### src/design/ssd_pkg.sv
// Package for the serial solenoid shift driver link.
// Assumes one system clock at 40 MHz on both ends.
package ssd_pkg;
	// ************************************************************
	// Widths and timing
	// ************************************************************
	localparam int          SSD_STAGES      = 10;
	localparam int          SSD_SYS_NS      = 25;
	// Serial bit period in ns, host-generated
	localparam int          SSD_BIT_NS      = 200;
	localparam int          SSD_HALF_CYC    = SSD_BIT_NS / SSD_SYS_NS / 2;
	// Clock-to-enable gap and enable width/gap, in bit periods
	localparam int          SSD_CE_BITS     = 2;
	localparam int          SSD_EC_BITS     = 1;
	localparam logic [3:0]  SSD_HALF_LAST   = 4'(SSD_HALF_CYC - 1);
	localparam logic [3:0]  SSD_CNT_ZERO    = 4'h0;
	localparam logic [3:0]  SSD_BITS_LAST   = 4'(SSD_STAGES - 1);
	localparam logic [3:0]  SSD_CE_HALVES   = 4'(2 * SSD_CE_BITS);
	localparam logic [3:0]  SSD_EC_HALVES   = 4'(2 * SSD_EC_BITS);
	localparam logic [9:0]  SSD_WORD_ZERO   = 10'h000;
	// Host sequencer states
	typedef enum logic [2:0] {SSD_IDLE, SSD_SHIFT, SSD_WAIT_CE, SSD_ENABLE, SSD_WAIT_EC}
		ssd_state_t;
endpackage

### src/design/ssd_if.sv
// Interface carrying the three-wire link plus cascade output.
// Assumes the bench joins host and device through it.
`timescale 1ns/1ps
interface ssd_if;
	logic sclk;
	logic sdata;
	logic enable;
	logic cascade;
	modport host   (output sclk, output sdata, output enable, input cascade);
	modport device (input sclk, input sdata, input enable, output cascade);
endinterface

### src/design/ssd_host.sv
// Host end: shifts a ten-bit word out, then pulses enable.
// Assumes the device synchronises the pins; cascade is synchronised here.
`timescale 1ns/1ps
module ssd_host
(
	// System
	input  wire logic                          i_sys_clk,
	input  wire logic                          i_nrst,
	// Link
	ssd_if.host                                link,
	// User request
	input  wire logic                          i_start,
	input  wire logic [ssd_pkg::SSD_STAGES-1:0] i_word,
	// Status
	output logic                               o_busy,
	output logic                               o_done,
	output logic                               o_cascade
);
	import ssd_pkg::*;

	ssd_state_t state;
	logic [3:0] half_cnt;
	logic       half_tick;
	logic [3:0] bit_cnt;
	logic [3:0] gap_cnt;
	logic [9:0] word;
	logic       sclk;
	logic       sdata;
	logic       enable;
	logic       c_meta;

	assign link.sclk   = sclk;
	assign link.sdata  = sdata;
	assign link.enable = enable;

	// ************************************************************
	// Half bit divider
	// ************************************************************
	// Bit period from divider
	// Free running; idle phases simply ignore it
	always_ff @(posedge i_sys_clk or negedge i_nrst)
	begin
		if (!i_nrst)
			half_cnt <= SSD_CNT_ZERO;
		else if (half_cnt == SSD_HALF_LAST)
			half_cnt <= SSD_CNT_ZERO;
		else
			half_cnt <= half_cnt + 4'h1;
	end
	assign half_tick = (half_cnt == SSD_HALF_LAST);

	// ************************************************************
	// Sequencer
	// ************************************************************
	always_ff @(posedge i_sys_clk or negedge i_nrst)
	begin
		if (!i_nrst)
		begin
			state   <= SSD_IDLE;
			sclk    <= 1'b0;
			sdata   <= 1'b0;
			enable  <= 1'b0;
			word    <= SSD_WORD_ZERO;
			bit_cnt <= SSD_CNT_ZERO;
			gap_cnt <= SSD_CNT_ZERO;
			o_done  <= 1'b0;
		end
		else
		begin
			o_done <= 1'b0;
			case (state)
				SSD_IDLE:
					if (i_start)
					begin
						// MSB first so it lands in the tenth stage
						word    <= i_word;
						sdata   <= i_word[SSD_STAGES-1];
						bit_cnt <= SSD_CNT_ZERO;
						state   <= SSD_SHIFT;
					end
				SSD_SHIFT:
					if (half_tick)
					begin
						// Data changes only on falling edge
						if (!sclk)
							sclk <= 1'b1;
						else
						begin
							sclk <= 1'b0;
							if (bit_cnt == SSD_BITS_LAST)
							begin
								gap_cnt <= SSD_CNT_ZERO;
								state   <= SSD_WAIT_CE;
							end
							else
							begin
								word    <= {word[SSD_STAGES-2:0], 1'b0};
								sdata   <= word[SSD_STAGES-2];
								bit_cnt <= bit_cnt + 4'h1;
							end
						end
					end
				SSD_WAIT_CE:
					if (half_tick)
					begin
						if (gap_cnt == SSD_CE_HALVES - 4'h1)
						begin
							enable  <= 1'b1;
							gap_cnt <= SSD_CNT_ZERO;
							state   <= SSD_ENABLE;
						end
						else
							gap_cnt <= gap_cnt + 4'h1;
					end
				SSD_ENABLE:
					// Enable held one bit period
					if (half_tick)
					begin
						if (gap_cnt == SSD_EC_HALVES - 4'h1)
						begin
							enable  <= 1'b0;
							gap_cnt <= SSD_CNT_ZERO;
							state   <= SSD_WAIT_EC;
						end
						else
							gap_cnt <= gap_cnt + 4'h1;
					end
				SSD_WAIT_EC:
					// One bit period before clocking again
					if (half_tick)
					begin
						if (gap_cnt == SSD_EC_HALVES - 4'h1)
						begin
							o_done <= 1'b1;
							state  <= SSD_IDLE;
						end
						else
							gap_cnt <= gap_cnt + 4'h1;
					end
				default:
					state <= SSD_IDLE;
			endcase
		end
	end

	// Busy flag registered
	always_ff @(posedge i_sys_clk or negedge i_nrst)
	begin
		if (!i_nrst)
			o_busy <= 1'b0;
		else
			o_busy <= (state != SSD_IDLE) || i_start;
	end

	// Cascade synchroniser, two flops
	always_ff @(posedge i_sys_clk or negedge i_nrst)
	begin
		if (!i_nrst)
		begin
			c_meta    <= 1'b0;
			o_cascade <= 1'b0;
		end
		else
		begin
			c_meta    <= link.cascade;
			o_cascade <= c_meta;
		end
	end
endmodule

### src/flat_wrapper.sv
// flat-port wrapper written by rule: the top's interface ports become plain ports
module ssd_host_flat import ssd_pkg::*;
  (i_sys_clk, i_nrst, i_start, i_word, o_busy, o_done, o_cascade, link_sclk, link_sdata, link_enable, link_cascade);
  ssd_if link_i ();
  input  wire logic i_sys_clk;
  input  wire logic i_nrst;
  input  wire logic i_start;
  input  wire logic [ssd_pkg::SSD_STAGES-1:0] i_word;
  output logic o_busy;
  output logic o_done;
  output logic o_cascade;
  output wire logic [$bits(link_i.sclk)-1:0] link_sclk;
  output wire logic [$bits(link_i.sdata)-1:0] link_sdata;
  output wire logic [$bits(link_i.enable)-1:0] link_enable;
  input wire logic [$bits(link_i.cascade)-1:0] link_cascade;
  assign link_sclk = link_i.sclk;
  assign link_sdata = link_i.sdata;
  assign link_enable = link_i.enable;
  assign link_i.cascade = link_cascade;
  ssd_host u_core (.i_sys_clk(i_sys_clk), .i_nrst(i_nrst), .link(link_i), .i_start(i_start), .i_word(i_word), .o_busy(o_busy), .o_done(o_done), .o_cascade(o_cascade));
endmodule
### config.mk
export PLATFORM = sky130hd
export DESIGN_NAME = ssd_host_flat
export DESIGN_NICKNAME = d
export VERILOG_FILES = /design/src/design/ssd_pkg.sv /design/src/design/ssd_if.sv /design/src/design/ssd_host.sv /design/src/flat_wrapper.sv
export SDC_FILE = /design/constraint.sdc
export NUM_CORES = 1
export LEC_CHECK = 0
export ABC_AREA = 1
export BUFFER_PORTS_ARGS = -buffer_cell sky130_fd_sc_hd__buf_4
export CAP_MARGIN = 10
export CORE_MARGIN = 5
export CORE_UTILIZATION = 57
export DETAILED_ROUTE_END_ITERATION = 7
export GPL_TIMING_DRIVEN = 1
export PLACE_DENSITY = 0.78
export SYNTH_ARGS = -nofsm -noshare
export SYNTH_HDL_FRONTEND = slang
export SYNTH_SLANG_ARGS = --single-unit
export TNS_END_PERCENT = 1
### constraint.sdc
create_clock -name i_sys_clk -period 2 [get_ports i_sys_clk]
set_input_delay 0.1 -clock i_sys_clk [delete_from_list [all_inputs] [get_ports i_sys_clk]]
set_output_delay 0.1 -clock i_sys_clk [all_outputs]
set_load 0.02 [all_outputs]
==> key figures <==
Route
  • Final wirelength: 3130 um
  • Remaining DRCs: 0
  • Vias per cell: 5.04
  • Post-route ant nets: 0
  • Drt wl/cell: 10.9 um
  • First-pass iteration count of the detailed router: 4
  • Starting DRT DRC Count: 77
  • Via count: 1442

STA
  • Slew Viols, Final: 0
  • Post-Route Setup TNS: 0 ns
  • Worst-Margin Slew: 0.432 ns
  • FMAX: 560 MHz
  • RSZ-0062 raised after global routing: no
  • Hold Worst Slack: 0.0329 ns
  • Slew margin rel.: 71.2%
  • Fin crit share: 89.2%
  • Final hold violations: 0
  • Final-report setup violation count: 0
  • Crit path time final: 1.78 ns
  • Worst clock skew: 0.00995 ns
  • Final worst-path setup slack: 0.215 ns

Synth
  • Mux contribution to synthesized area: 0%
  • Top cell type's share of synthesized area: 45.1%
  • Fraction of registers with async set/reset: 100%
  • Post-synthesis compound-gate area fraction: 8.07%
  • Simple-Gate Fraction of Synth Area: 32.0%
  • Top-count cell post-synth: nand2_1
  • Ys flop type: dfrtp_1
  • Synth Area in Adders: 3.63%
  • Synth cell count leaders: nand2_1 (70), dfrtp_1 (31), inv_1 (25), nand3_1 (25)
  • EDFF count, synth: 0
  • Register area share after synthesis: 45.1%
  • Area contributors post-synth: dfrtp_1 (45%), nand2_1 (15%), nand3_1 (7.3%)
  • Synth Warn #: 0
  • Post-synth top area cell: dfrtp_1
  • Mapped Cells: 227
  • Post-Syn Area: 1720 um^2
  • Register bit count reported by yosys: 31
  • XOR/XNOR share of the synthesized area: 2.54%
  • Main combinational cell family by area after synthesis: simple AND/OR/NAND/NOR gates
  • Synth Area per Inst: 7.58 um^2
  • Yosys cell types: 24
  • Syn_nets: 246

Die
  • Initial Util: 57.8%
  • Site row count: 20
  • Die extent in y: 65.0 um
  • Die Width: 65.0 um
  • Core region area: 2980 um^2
  • Die ar.: 4220 um^2
  • Top-level I/O count: 20

Worst setup path
  • Critical path fanouts, max: 21
  • Critical Path Source Type: flip-flop
  • Slowest stage delay, CP: 0.38 ns
  • Worst R2R Start: u_core.half_cnt[0]
  • CP cell instances: ha_1, nand3_2, o21ai_2, nand2_1, nor2_4, nand2_1, o21ai_1
  • R2R Setup Slk: 0.22 ns
  • WP data arrival: 2.04 ns
  • Worst EP required: 2.25 ns
  • R2R cell count: 7
  • Critical path's slowest cell: dfrtp_1
  • Top delay family on crit path: simple AND/OR/NAND/NOR gates
  • CP endpoint kind: flip-flop
  • Crit path top cell by count: nand2_1
  • Critical R2R Capture: u_core.word[8]
  • CP Class: flip-flop to flip-flop
  • Buffers & Inverters on Critical Path: 0

Power
  • Pwr dens: 1420 nW/um^2
  • Maximum vdd drop: 0.652 mV
  • Leakage: 1.06 nW

Finish
  • # nets final: 271
  • Share of cells above drive strength 1: 18.2%
  • N_diodes: 0
  • Fill cells: 267
  • Layout Cells excl Fill: 286
  • Fin area: 1990 um^2
  • Area growth from synthesis to layout: 15.8%

Global route
  • GRT Overall Usage: 17.9%
  • First-pass GRT wire length: 5760 um
  • Vias in the first global route: 1391
  • Largest net degree at the start of global routing: 32
  • Initial antenna violation count: 0
  • GRT overflow: 0

CTS
  • Clock root buffer: clkbuf_4
  • PostCTS Resize Cnt: 0
  • Clk sink count: 31
  • CTS clk-pin slew, worst paths: 0.10 ns
  • TritonCTS buffer count: 5
  • CTS max path bufs: 2
  • H-tree depth: 2
  • TritonCTS clock tree: built
  • Clk Latency, worst-skew pair: 0.33 ns

Outcome
  • Status: finished, final reports clean

Placed design
  • Setup WS pre-CTS: 0.252 ns
  • Port Buffers: 19
  • Post-DP HPWL: 2290 um
  • Placed Instances: 275
  • Area post-placement: 1880 um^2
  • Final Wtd Congestion: 0.814

Flow run
  • # Max-Cap Violations: 0

Worst hold path
  • Hold Crit Depth: 3
  • Worst Min Path Start: i_word[0]
  • HP Class: primary input to flip-flop
  • Worst Hold Path EP: u_core.word[0]
-- flip-flops by register name, summed over array words and instances, names as in the netlist --
name,count
u_core.word,9
u_core.bit_cnt,4
u_core.gap_cnt,4
u_core.half_cnt,4
u_core.state,3
u_core.c_meta,1
u_core.link.enable,1
u_core.link.sclk,1
u_core.link.sdata,1
u_core.o_busy,1
u_core.o_cascade,1
u_core.o_done,1
-- tightest hold or removal path, delay by kind of cell --
family | cells | cell delay, ns
AOI/OAI and AO/OA | 1 | 0.06
buffers and inverters | 1 | 0.11
and+or+nand+nor | 1 | 0.05
-- cell type report --
class	count	area, um^2	share of cell area (%)
Multi-Input combinational cell	161	797	40.0
Clock buffer	6	51.3	2.57
Clock inverter	2	35.0	1.76
Sequential cell	31	776	38.9
Tap cell	33	41.3	2.07
Inverter	30	113	5.65
Timing Repair Buffer	23	180	9.04
-- layer usage --
| metal | wire length [um] | global-route usage (%) | share of wire [%] |
|---|---|---|---|
| met5 | 0 | 0 | 0 |
| met4 | 55 | 10.0 | 1.8 |
| met3 | 114 | 4.85 | 3.6 |
| met2 | 1470 | 28.7 | 47 |
| met1 | 1490 | 21.4 | 47 |
-- worst max-delay path by stage --
stage	startpoint	depth (start not counted)	end	slack, ns
6_report	u_core.half_cnt[0]	7	u_core.word[8]	0.22
3_5_place_dp	u_core.half_cnt[0]	7	u_core.word[8]	0.25
3_3_place_gp	u_core.half_cnt[0]	7	u_core.word[3]	0.32
5_1_grt	u_core.half_cnt[0]	7	u_core.word[8]	0.01
2_1_floorplan	u_core.half_cnt[0]	8	u_core.gap_cnt[0]	0.58
4_1_cts	u_core.half_cnt[0]	7	u_core.word[8]	0.22
-- where the power goes --
part	switching, mW	leakage (nW)	internal (mW)	total [mW]
Combinational	0.902	0.617	0.455	1.36
Sequential	0.151	0.395	0.818	0.969
Clock	0.215	0.0482	0.295	0.510
Total	1.27	1.06	1.57	2.84
-- cell usage in the layout (no fill, tap or decap), drive strengths merged --
cell type     n
nand2        73
dfrtp        31
inv          30
nand3        27
o21ai        26
buf          20
nor2         20
clkbuf        6
ha            5
xor2          4
dlygate4sd3   3
nor3          2
a21oi         1
xnor2         1
nand4         1
or2           1
clkinv        1
bufinv        1
-- per-stage QoR --
stage	utilization (%)	power, mW
floorplan	-	2.09
global placement	63.0	2.31
detailed placement	63.0	2.35
CTS	66.9	2.87
global route	66.9	3.14
finish	66.9	2.84
-- kinds of logic after synthesis --
kind of cell / after synthesis
compound gates: 27
xor+xnor: 5
fa+ha+maj: 5
buf+inv: 35
flops: 31
simple gates: 124
-- timing repair --
action,4_1_cts,5_1_grt
hold buffers,3,0
hold endpoints to repair,33,0
buffers inserted,0,0
(Power assumes the default switching activity.)
